`config.mk`:
```
export PLATFORM = sky130hd
export DESIGN_NAME = ltf_framer
export DESIGN_NICKNAME = d
export VERILOG_FILES = /design/src/logic/ltf_pkg.sv /design/src/logic/ltf_framer.sv
export SDC_FILE = /design/constraint.sdc
export NUM_CORES = 1
export LEC_CHECK = 0
export BUFFER_PORTS_ARGS = -buffer_cell sky130_fd_sc_hd__buf_2
export CELL_PAD_IN_SITES_DETAIL_PLACEMENT = 1
export CELL_PAD_IN_SITES_GLOBAL_PLACEMENT = 2
export CORE_MARGIN = 2
export CORE_UTILIZATION = 36
export CTS_CLUSTER_DIAMETER = 40
export DETAILED_ROUTE_END_ITERATION = 8
export PLACE_DENSITY_LB_ADDON = 0.1
export SLEW_MARGIN = 20
export SYNTH_ARGS = -nofsm -noshare
export SYNTH_HDL_FRONTEND = slang
export SYNTH_SLANG_ARGS = --single-unit
```
`constraint.sdc`:
```
create_clock -name pclk -period 3 [get_ports pclk]
set_input_delay 0.3 -clock pclk [delete_from_list [all_inputs] [get_ports pclk]]
set_output_delay 0.3 -clock pclk [all_outputs]
set_load 0.05 [all_outputs]
```
`src/logic/ltf_pkg.sv`:
```
// Function
// - Send repeating 4384-bit frames: delimiter, control, training bits.
// - Delimiter is sixteen ones then sixteen zeros at each frame start.
// - Delimiter pattern never appears elsewhere within a frame.
// - Update and status fields each span 128 bit times, 16 DME bits.
// - DME clock runs at an eighth of the line rate.
// - Control fields go out most significant bit first, 15 down to 0.
// - Reserved field bits sent as zero and ignored on reception.
// - Update bit 13 requests preset of partner coefficients.
// - Update bit 12 requests initialization of partner coefficients.
// - Update pairs 5:4, 3:2, 1:0 give post, main, pre tap commands.
// - Status bit 15 set when local receiver is ready for data.
// - Status pairs 5:4, 3:2, 1:0 report each tap's update state.
// - Training sequence is 4094 pseudo-random bits then two zeros.
// - Pseudo-random bits go out at the full line rate.
// - Generator loads an 11-bit seed once, then free-runs.
// - Generator polynomial is 1 + x^9 + x^11.
// - Receiver hunts for the delimiter and asserts lock when it recurs one frame later.
// - Receiver presents decoded update and status fields of each frame.
// - On a DME error the outputs keep the last good frame's values.
package ltf_pkg;
    localparam logic [12:0] FRAME_BITS = 13'h1120;
    localparam logic [12:0] FRAME_LAST = 13'h111f;
    localparam logic [12:0] ONES_END = 13'h0010;
    localparam logic [12:0] MARK_END = 13'h0020;
    localparam logic [12:0] MARK_LAST = 13'h001f;
    localparam logic [12:0] CTL_END = 13'h0120;
    localparam logic [12:0] CTL_LAST = 13'h011f;
    localparam logic [12:0] PRBS_END = 13'h111e;
    localparam logic [31:0] MARKER = 32'hffff0000;
    localparam logic [2:0] DME_MID = 3'h4;
    localparam logic [2:0] DME_LAST = 3'h7;
    localparam logic [15:0] UPD_MASK = 16'h303f;
    localparam logic [15:0] STS_MASK = 16'h803f;
    localparam logic [10:0] SEED_RST = 11'h001;
    localparam logic [7:0] REG_CTRL = 8'h00;
    localparam logic [7:0] REG_TX_UPD = 8'h04;
    localparam logic [7:0] REG_TX_STS = 8'h08;
    localparam logic [7:0] REG_SEED = 8'h0c;
    localparam logic [7:0] REG_RX_UPD = 8'h10;
    localparam logic [7:0] REG_RX_STS = 8'h14;
    localparam logic [7:0] REG_STAT = 8'h18;
    localparam int MISS_LIMIT_DEF = 4;
    typedef enum logic [1:0] {
        LTF_HUNT = 2'b00,
        LTF_CHECK = 2'b01,
        LTF_LOCK = 2'b10
    } ltf_state_t;
endpackage

```
`src/logic/ltf_framer.sv`:
```
`timescale 1ns/1ps
`default_nettype none
module ltf_framer #(
    parameter int MISS_LIMIT = ltf_pkg::MISS_LIMIT_DEF
) (
    input wire logic pclk,
    input wire logic presetn,
    input wire logic pclken,
    input wire logic psel,
    input wire logic penable,
    input wire logic pwrite,
    input wire logic [7:0] paddr,
    input wire logic [31:0] pwdata,
    output logic [31:0] prdata,
    output logic pready,
    output logic pslverr,
    output logic tx_bit,
    output logic tx_sof,
    input wire logic rx_bit,
    output logic frame_lock,
    output logic [15:0] rx_update,
    output logic [15:0] rx_status,
    output logic rx_new
);
    import ltf_pkg::*;

    logic ctrl_en_r;
    logic [15:0] tx_upd_r;
    logic [15:0] tx_sts_r;
    logic [10:0] seed_r;
    logic [31:0] prdata_r;
    logic [31:0] prdata_nxt;
    logic pready_r;
    logic pslverr_r;
    logic pslverr_nxt;
    logic apb_wr;
    logic seeded_r;
    logic rx_err_seen_r;
    // Bus answers in the first access cycle
    assign apb_wr = psel && penable && pwrite && pready_r;

    always_comb begin
        prdata_nxt = 32'h0;
        pslverr_nxt = 1'b0;
        case (paddr)
            REG_CTRL: prdata_nxt = {31'h0, ctrl_en_r};
            REG_TX_UPD: prdata_nxt = {16'h0, tx_upd_r};
            REG_TX_STS: prdata_nxt = {16'h0, tx_sts_r};
            REG_SEED: prdata_nxt = {21'h0, seed_r};
            REG_RX_UPD: prdata_nxt = {16'h0, rx_update};
            REG_RX_STS: prdata_nxt = {16'h0, rx_status};
            REG_STAT: prdata_nxt = {29'h0, rx_err_seen_r, seeded_r, frame_lock};
            default: pslverr_nxt = 1'b1;
        endcase
    end

    always_ff @(posedge pclk or negedge presetn) begin
        if (!presetn) begin
            pready_r <= 1'b0;
            pslverr_r <= 1'b0;
            prdata_r <= 32'h0;
        end else if (pclken) begin
            pready_r <= psel && !penable;
            if (psel && !penable) begin
                prdata_r <= pwrite ? 32'h0 : prdata_nxt;
                pslverr_r <= pslverr_nxt;
            end
        end
    end

    // Field writes mid-frame are only picked up at the next frame start
    always_ff @(posedge pclk or negedge presetn) begin
        if (!presetn) begin
            ctrl_en_r <= 1'b0;
            tx_upd_r <= 16'h0;
            tx_sts_r <= 16'h0;
            seed_r <= SEED_RST;
        end else if (pclken && apb_wr && !pslverr_r) begin
            case (paddr)
                REG_CTRL: ctrl_en_r <= pwdata[0];
                REG_TX_UPD: tx_upd_r <= pwdata[15:0];
                REG_TX_STS: tx_sts_r <= pwdata[15:0];
                REG_SEED: seed_r <= pwdata[10:0];
                default: ;
            endcase
        end
    end

    // Transmit framer
    logic tx_on_r;
    logic [12:0] tx_pos_r;
    logic [12:0] tx_pos_nxt;
    logic [12:0] tx_fld;
    logic [31:0] tx_sh_r;
    logic tx_bit_r;
    logic tx_bit_nxt;
    logic tx_sof_r;
    logic tx_last_r;
    logic [10:0] lfsr_r;
    logic in_ctl;
    logic in_prbs;
    logic dme_bit;

    always_comb begin
        tx_pos_nxt = (tx_on_r && tx_pos_r != FRAME_LAST) ?
            tx_pos_r + 13'h1 : 13'h0;
        tx_fld = tx_pos_nxt - MARK_END;
        in_ctl = (tx_pos_nxt >= MARK_END) && (tx_pos_nxt < CTL_END);
        in_prbs = (tx_pos_nxt >= CTL_END) && (tx_pos_nxt < PRBS_END);
        // Cell edge always toggles, so runs stay short of the delimiter
        if (tx_fld[2:0] == 3'h0) begin
            dme_bit = !tx_bit_r;
        end else if (tx_fld[2:0] == DME_MID && tx_sh_r[31]) begin
            dme_bit = !tx_bit_r;
        end else begin
            dme_bit = tx_bit_r;
        end
        if (tx_pos_nxt < ONES_END) begin
            tx_bit_nxt = 1'b1;
        end else if (tx_pos_nxt < MARK_END) begin
            tx_bit_nxt = 1'b0;
        end else if (in_ctl) begin
            tx_bit_nxt = dme_bit;
        end else if (in_prbs) begin
            tx_bit_nxt = lfsr_r[10];
        end else begin
            tx_bit_nxt = 1'b0;
        end
    end

    always_ff @(posedge pclk or negedge presetn) begin
        if (!presetn) begin
            tx_on_r <= 1'b0;
            tx_pos_r <= 13'h0;
            tx_bit_r <= 1'b0;
            tx_last_r <= 1'b0;
            tx_sof_r <= 1'b0;
        end else if (pclken) begin
            tx_on_r <= ctrl_en_r;
            tx_last_r <= tx_bit_r;
            if (ctrl_en_r) begin
                tx_pos_r <= tx_pos_nxt;
                tx_bit_r <= tx_bit_nxt;
                tx_sof_r <= (tx_pos_nxt == 13'h0);
            end else begin
                tx_pos_r <= 13'h0;
                tx_bit_r <= 1'b0;
                tx_sof_r <= 1'b0;
            end
        end
    end

    // Fields captured at frame start, reserved bits forced to zero
    always_ff @(posedge pclk or negedge presetn) begin
        if (!presetn) begin
            tx_sh_r <= 32'h0;
        end else if (pclken && ctrl_en_r) begin
            if (tx_pos_nxt == 13'h0) begin
                tx_sh_r <= {tx_upd_r & UPD_MASK,
                    tx_sts_r & STS_MASK};
            end else if (in_ctl && tx_fld[2:0] == DME_LAST) begin
                tx_sh_r <= {tx_sh_r[30:0], 1'b0};
            end
        end
    end

    // Zero seed would lock the generator, so it is bumped to one
    always_ff @(posedge pclk or negedge presetn) begin
        if (!presetn) begin
            lfsr_r <= SEED_RST;
            seeded_r <= 1'b0;
        end else if (pclken && ctrl_en_r) begin
            if (!seeded_r) begin
                lfsr_r <= (seed_r == 11'h0) ? SEED_RST : seed_r;
                seeded_r <= 1'b1;
            end else if (in_prbs) begin
                lfsr_r <= {lfsr_r[9:0], lfsr_r[10] ^ lfsr_r[8]};
            end
        end
    end

    assign tx_bit = tx_bit_r;
    assign tx_sof = tx_sof_r;
    // Receive alignment
    ltf_state_t rx_st_r;
    logic [31:0] win_r;
    logic [31:0] win_nxt;
    logic mark_hit;
    logic [12:0] rx_pos_r;
    logic [12:0] rx_pos_nxt;
    logic [12:0] rx_fld;
    logic [2:0] miss_r;
    logic frame_lock_r;

    always_comb begin
        win_nxt = {win_r[30:0], rx_bit};
        mark_hit = (win_nxt == MARKER);
        rx_pos_nxt = (rx_pos_r == FRAME_LAST) ? 13'h0 : rx_pos_r + 13'h1;
        rx_fld = rx_pos_nxt - MARK_END;
    end

    always_ff @(posedge pclk or negedge presetn) begin
        if (!presetn) begin
            win_r <= 32'h0;
            rx_st_r <= LTF_HUNT;
            rx_pos_r <= 13'h0;
            miss_r <= 3'h0;
            frame_lock_r <= 1'b0;
        end else if (pclken) begin
            win_r <= win_nxt;
            case (rx_st_r)
                LTF_HUNT: begin
                    miss_r <= 3'h0;
                    if (mark_hit) begin
                        rx_st_r <= LTF_CHECK;
                        rx_pos_r <= MARK_LAST;
                    end
                end
                LTF_CHECK: begin
                    rx_pos_r <= rx_pos_nxt;
                    if (rx_pos_nxt == MARK_LAST) begin
                        rx_st_r <= mark_hit ? LTF_LOCK : LTF_HUNT;
                        frame_lock_r <= mark_hit;
                    end
                end
                LTF_LOCK: begin
                    rx_pos_r <= rx_pos_nxt;
                    if (rx_pos_nxt == MARK_LAST) begin
                        if (mark_hit) begin
                            miss_r <= 3'h0;
                        end else if (32'(miss_r) + 1 >= MISS_LIMIT) begin
                            rx_st_r <= LTF_HUNT;
                            frame_lock_r <= 1'b0;
                            miss_r <= 3'h0;
                        end else begin
                            miss_r <= miss_r + 3'h1;
                        end
                    end
                end
                default: begin
                    rx_st_r <= LTF_HUNT;
                    frame_lock_r <= 1'b0;
                end
            endcase
        end
    end

    assign frame_lock = frame_lock_r;
    // DME decode: edge at every cell start, extra mid edge means one
    logic rx_in_ctl;
    logic dme_err;
    logic rx_ref_r;
    logic rx_err_r;
    logic [31:0] rx_sh_r;
    logic rx_good;
    logic [15:0] rx_upd_r;
    logic [15:0] rx_sts_r;
    logic rx_new_r;

    always_comb begin
        rx_in_ctl = (rx_st_r != LTF_HUNT) && (rx_pos_nxt >= MARK_END) &&
            (rx_pos_nxt < CTL_END);
        if (rx_fld[2:0] == 3'h0) begin
            dme_err = (rx_bit == win_r[0]);
        end else if (rx_fld[2:0] == DME_MID) begin
            dme_err = 1'b0;
        end else begin
            dme_err = (rx_bit != rx_ref_r);
        end
        rx_good = pclken && rx_st_r == LTF_LOCK && rx_pos_nxt == CTL_LAST &&
            !(rx_err_r || dme_err);
    end

    always_ff @(posedge pclk or negedge presetn) begin
        if (!presetn) begin
            rx_ref_r <= 1'b0;
            rx_err_r <= 1'b0;
            rx_err_seen_r <= 1'b0;
            rx_sh_r <= 32'h0;
        end else if (pclken) begin
            if (rx_st_r != LTF_HUNT && rx_pos_nxt == MARK_LAST) begin
                rx_err_r <= 1'b0;
            end else if (rx_in_ctl) begin
                rx_err_r <= rx_err_r || dme_err;
                if (rx_fld[2:0] == 3'h0) begin
                    rx_ref_r <= rx_bit;
                end else if (rx_fld[2:0] == DME_MID) begin
                    rx_ref_r <= rx_bit;
                    rx_sh_r <= {rx_sh_r[30:0], rx_bit != rx_ref_r};
                end
            end
            if (rx_st_r == LTF_LOCK && rx_pos_nxt == CTL_LAST) begin
                rx_err_seen_r <= rx_err_r || dme_err;
            end
        end
    end

    // Outputs change only on an error-free frame
    always_ff @(posedge pclk or negedge presetn) begin
        if (!presetn) begin
            rx_upd_r <= 16'h0;
            rx_sts_r <= 16'h0;
            rx_new_r <= 1'b0;
        end else if (pclken) begin
            rx_new_r <= rx_good;
            if (rx_good) begin
                rx_upd_r <= rx_sh_r[31:16] & UPD_MASK;
                rx_sts_r <= rx_sh_r[15:0] & STS_MASK;
            end
        end
    end

    assign rx_update = rx_upd_r;
    assign rx_status = rx_sts_r;
    assign rx_new = rx_new_r;
    assign prdata = prdata_r;
    assign pready = pready_r;
    assign pslverr = pslverr_r;
    // Helper: run of equal bits past the delimiter
    logic [4:0] run_r;
    always_ff @(posedge pclk or negedge presetn) begin
        if (!presetn) begin
            run_r <= 5'h0;
        end else if (pclken) begin
            if (!ctrl_en_r || tx_pos_nxt < MARK_END) begin
                run_r <= 5'h0;
            end else if (tx_bit_nxt == tx_bit_r && run_r != 5'h1f) begin
                run_r <= run_r + 5'h1;
            end else if (tx_bit_nxt != tx_bit_r) begin
                run_r <= 5'h0;
            end
        end
    end

    property p_sof_pos;
        @(posedge pclk) disable iff (!presetn)
        tx_sof_r |-> tx_pos_r == 13'h0 && tx_bit_r && tx_on_r;
    endproperty
    a_sof_pos: assert property (p_sof_pos) else $error("sof misplaced");

    property p_mark;
        @(posedge pclk) disable iff (!presetn)
        tx_on_r && ctrl_en_r |-> (tx_pos_r < ONES_END) ? tx_bit_r :
            ((tx_pos_r < MARK_END) ? !tx_bit_r : 1'b1);
    endproperty
    a_mark: assert property (p_mark) else $error("bad delimiter bit");

    property p_no_mark;
        @(posedge pclk) disable iff (!presetn)
        run_r < 5'hf;
    endproperty
    a_no_mark: assert property (p_no_mark) else $error("long tx run");

    property p_dme_edge;
        @(posedge pclk) disable iff (!presetn)
        tx_on_r && ctrl_en_r && tx_pos_r >= MARK_END && tx_pos_r < CTL_END &&
            tx_pos_r[2:0] == 3'h0 |-> tx_bit_r != tx_last_r;
    endproperty
    a_dme_edge: assert property (p_dme_edge) else $error("cell edge");

    property p_tail;
        @(posedge pclk) disable iff (!presetn)
        tx_pos_r >= PRBS_END |-> !tx_bit_r;
    endproperty
    a_tail: assert property (p_tail) else $error("tail bits not zero");

    property p_lfsr;
        @(posedge pclk) disable iff (!presetn)
        pclken && ctrl_en_r && seeded_r && in_prbs |=>
            lfsr_r == {$past(lfsr_r[9:0]), $past(lfsr_r[10] ^ lfsr_r[8])};
    endproperty
    a_lfsr: assert property (p_lfsr) else $error("lfsr step wrong");

    property p_lock;
        @(posedge pclk) disable iff (!presetn)
        $rose(frame_lock_r) |-> win_r == MARKER && rx_pos_r == MARK_LAST;
    endproperty
    a_lock: assert property (p_lock) else $error("lock w/o marker");

    property p_hold;
        @(posedge pclk) disable iff (!presetn)
        !rx_good |=> $stable(rx_upd_r) && $stable(rx_sts_r) && !rx_new_r;
    endproperty
    a_hold: assert property (p_hold) else $error("fields changed");

    property p_resv;
        @(posedge pclk) disable iff (!presetn)
        (rx_upd_r & ~UPD_MASK) == 16'h0 && (rx_sts_r & ~STS_MASK) == 16'h0 &&
            (!tx_sof_r || (tx_sh_r & ~{UPD_MASK, STS_MASK}) == 32'h0);
    endproperty
    a_resv: assert property (p_resv) else $error("reserved bit set");

    property p_drop;
        @(posedge pclk) disable iff (!presetn)
        $fell(frame_lock_r) |-> rx_st_r == LTF_HUNT && $past(!mark_hit);
    endproperty
    a_drop: assert property (p_drop) else $error("lock lost wrongly");
endmodule
`default_nettype wire

```
==> Flow_metrics.wiki <==
{| class="wikitable"
! Metric !! Value
|-
| Crit path time final || 2.95 ns
|-
| Fin cells || 1,475
|-
| Register clock-pin slew on the reported worst setup and hold paths || 0.06 ns
|-
| Startpoint of the most critical hold path || pwdata[14]
|-
| Critical path peak fanout || 17
|-
| Effective utilization at floorplan || 36.6%
|-
| Post-route DRC || 0
|-
| Number of port buffers || 67
|-
| Post-Route Utilization || 44.4%
|-
| Clock Root Buffer || sky130_fd_sc_hd__clkbuf_16
|-
| RR Startpoint || rx_pos_r[0]
|-
| Antenna violations before repair || 1
|-
| Cell variety after synth || 73
|-
| Number of iterations in the first detailed-routing pass || 4
|-
| Critical path class || register to register
|-
| Maxcap violations || 0
|-
| Layout net count || 1,107
|-
| Largest clock skew in the final design || 0.0136 ns
|-
| Number of warnings issued by yosys || 0
|-
| RSZ-0062 raised after global routing || yes
|-
| Post-detailed-placement half-perimeter wirelength || 18,600 um
|-
| Critical Path Source Type || register
|-
| Share of flip-flops with an asynchronous set or reset after synthesis || 100%
|-
| Via count of the first global-routing pass || 8,069
|-
| Maximum clock frequency || 340 MHz
|-
| Flip-flop and latch count after synthesis || 221
|-
| Worst setup path start || rx_pos_r[0]
|-
| Maximum level of the CTS H-tree || 2
|-
| Core box area || 29,600 um2
|-
| Total design power || 8.48 mW
|-
| Cell row count || 63
|-
| Post-synth design cell area || 10,800 um2
|-
| Per-instance average area after synthesis || 11.5 um2
|-
| Count of flip-flops with a built-in enable after synthesis || 0
|-
| Fraction of final layout cells sized beyond drive strength 1 || 34.2%
|-
| Total count of max-transition violations in the final report || 0
|-
| Aggregate global-route resource usage || 17.9%
|-
| Pwr dens || 644 nW/um2
|-
| Worst-case hold slack || 0.0328 ns
|-
| Most used cells in the layout excluding fill and tap cells || sky130_fd_sc_hd__dfrtp_1 (219), sky130_fd_sc_hd__mux2_2 (130), sky130_fd_sc_hd__buf_2 (66), sky130_fd_sc_hd__nand2_1 (61), sky130_fd_sc_hd__buf_4 (54)
|-
| Worst-Margin Slew || 0.956 ns
|-
| Post-synth top flop || sky130_fd_sc_hd__dfrtp_1
|-
| Sequential cell area fraction in the yosys report || 51.1%
|-
| Post-Synthesis Cells || 942
|-
| Floorplan die height || 177 um
|-
| CP peak stage delay || 0.44 ns
|-
| Hold Fails Final Rpt || 0
|-
| Placer's final routability congestion estimate || 0.769
|-
| Total wire length after detailed routing || 27,500 um
|-
| Grt ovf || 0
|-
| Share of the clock period used by the worst path || 98.2%
|-
| Die Outline Area || 31,500 um2
|-
| Leading cell type in the layout, fill and taps excluded || sky130_fd_sc_hd__dfrtp_1
|-
| Worst min-delay path category || primary input to register
|-
| Skew-Pair Late Insertion Delay || 0.52 ns
|-
| Clock tree from TritonCTS || built
|-
| Setup crit end kind || register
|-
| Buffers and inverters on the worst path || 1
|-
| Pin count of the biggest net entering global routing || 84
|-
| Growth of design area from synthesis to finish || 21.6%
|-
| WL/cell || 18.6 um
|-
| Routed via count || 7,737
|-
| Wire length of the first global-routing pass || 44,800 um
|-
| Chip width || 177 um
|-
| Run status || finished clean
|-
| Rel. slew slack || 36.2%
|-
| Cell Chain, Critical Path || ha_2 -> or3_1 -> a2111o_1 -> a2111oi_4 -> o2111ai_2 -> or3_4 -> buf_12 -> mux2_4
|-
| Maximum buffer depth of the clock tree || 3
|-
| DR vias/cell || 5.25
|-
| Final count of negative-setup-slack endpoints || 0
|-
| Data arrival, critical path || 3.34 ns
|-
| Number of sinks driven by the clock tree || 221
|-
| DR iter-0 viols || 345
|-
| Slowest stage cell on the critical path || sky130_fd_sc_hd__a2111oi_4
|-
| Worst path required time || 3.40 ns
|-
| Static leakage || 6.15 nW
|-
| Remaining antenna violation count after routing || 0
|-
| Cell count after placement || 1,391
|-
| CTS Buf Count || 41
|-
| Worst IR Drop VDD || 0.398 mV
|-
| Cell family with the largest share of critical-path delay || compound AO/OA/AOI/OAI gates
|-
| Number of primary I/O pins || 117
|}
-- metrics by stage --
step                TNS, ns  setup WS (ns)  instance area [um2]
CTS                       0         0.0165                13100
detailed placement   -0.146        -0.0215                11700
floorplan                 0         0.0292                11000
global placement          0         0.0162                11700
global route         -0.488        -0.0488                13200
finish                    0         0.0546                13200
-- logic make-up (layout without fill, tap and decap cells) --
| group | count (synthesis) | after routing | synth area share [%] |
|---|---|---|---|
| and+or+nand+nor | 232 | 232 | 11.1 |
| DFF | 221 | 221 | 51.1 |
| AOI/OAI and AO/OA | 193 | 193 | 13.1 |
| muxes | 153 | 153 | 16.6 |
| buffers and inverters | 117 | 227 | 5.83 |
| xor gates and xnor gates | 16 | 16 | 1.29 |
| adders and majority gates | 9 | 9 | 1.04 |
| other | 1 | 34 | 0.0346 |
-- final cells by class --
type,count,area [um2]
fillers,3227,16500
flip-flops and latches,221,5530
multi-input cells,636,4820
clock buffers,48,1110
repair buffers,127,861
well taps,390,488
clock inverters,28,258
inverters,24,90.1
diodes,1,2.50
-- report_power, final --
group	internal, mW	switching (mW)
sequential	3.17	0.139
combinational	0.273	0.387
clock	2.87	1.65
total	6.31	2.17
-- cells in the mapped netlist, types with 20 or more instances --
library cell	number	area, um2
sky130_fd_sc_hd__o21ai_0	45	225
sky130_fd_sc_hd__a22o_1	21	184
sky130_fd_sc_hd__inv_1	24	90.1
sky130_fd_sc_hd__nor2_1	42	158
sky130_fd_sc_hd__mux2_4	20	300
sky130_fd_sc_hd__a21oi_1	27	135
sky130_fd_sc_hd__nand3_1	35	175
sky130_fd_sc_hd__mux2_2	130	1460
sky130_fd_sc_hd__clkbuf_1	40	150
sky130_fd_sc_hd__dfrtp_1	219	5480
sky130_fd_sc_hd__nand2_1	61	229
sky130_fd_sc_hd__buf_4	33	248
-- routing by layer --
metal / up-vias / wire, um / track usage [%]
met5: - / 0 / 0
met4: 0 / 454 / 4.51
met3: 39 / 1130 / 3.21
met2: 122 / 12500 / 27.6
met1: 3926 / 13400 / 25.9
li1: 3650 / - / -
-- sequential cells by signal, summed over array words and instances (netlist names), 2 cells and up --
signal     cells
tx_sh_r       32
tx_pos_r      13
rx_st_r        2
tx_sts_r      16
rx_pos_r      13
lfsr_r        11
tx_upd_r      16
rx_sh_r       30
rx_update      8
miss_r         3
prdata        16
seed_r        11
rx_status      7
win_r         31
-- path summary, 6_finish.rpt --
path                                       to  slack [ns]  depth (start not counted)
worst max register to register  rx_update[13]        0.05                          8
worst min-delay path             tx_upd_r[14]        0.03                          2
worst min register to register      prdata[5]        0.48                          1
worst max-delay path            rx_update[13]        0.05                          8
max in group asynchronous           prdata[6]        1.76                          3
min in group asynchronous        tx_pos_r[10]        0.37                          2
-- timing repair --
action,4_1_cts,5_1_grt
endpoints found under the hold margin,78,0
pin swaps,3,3
endpoints found under the setup margin,5,45
setup buffers,1,5
hold buffers,1,0
gates resized for setup,3,4
(Power assumes the default switching activity.)
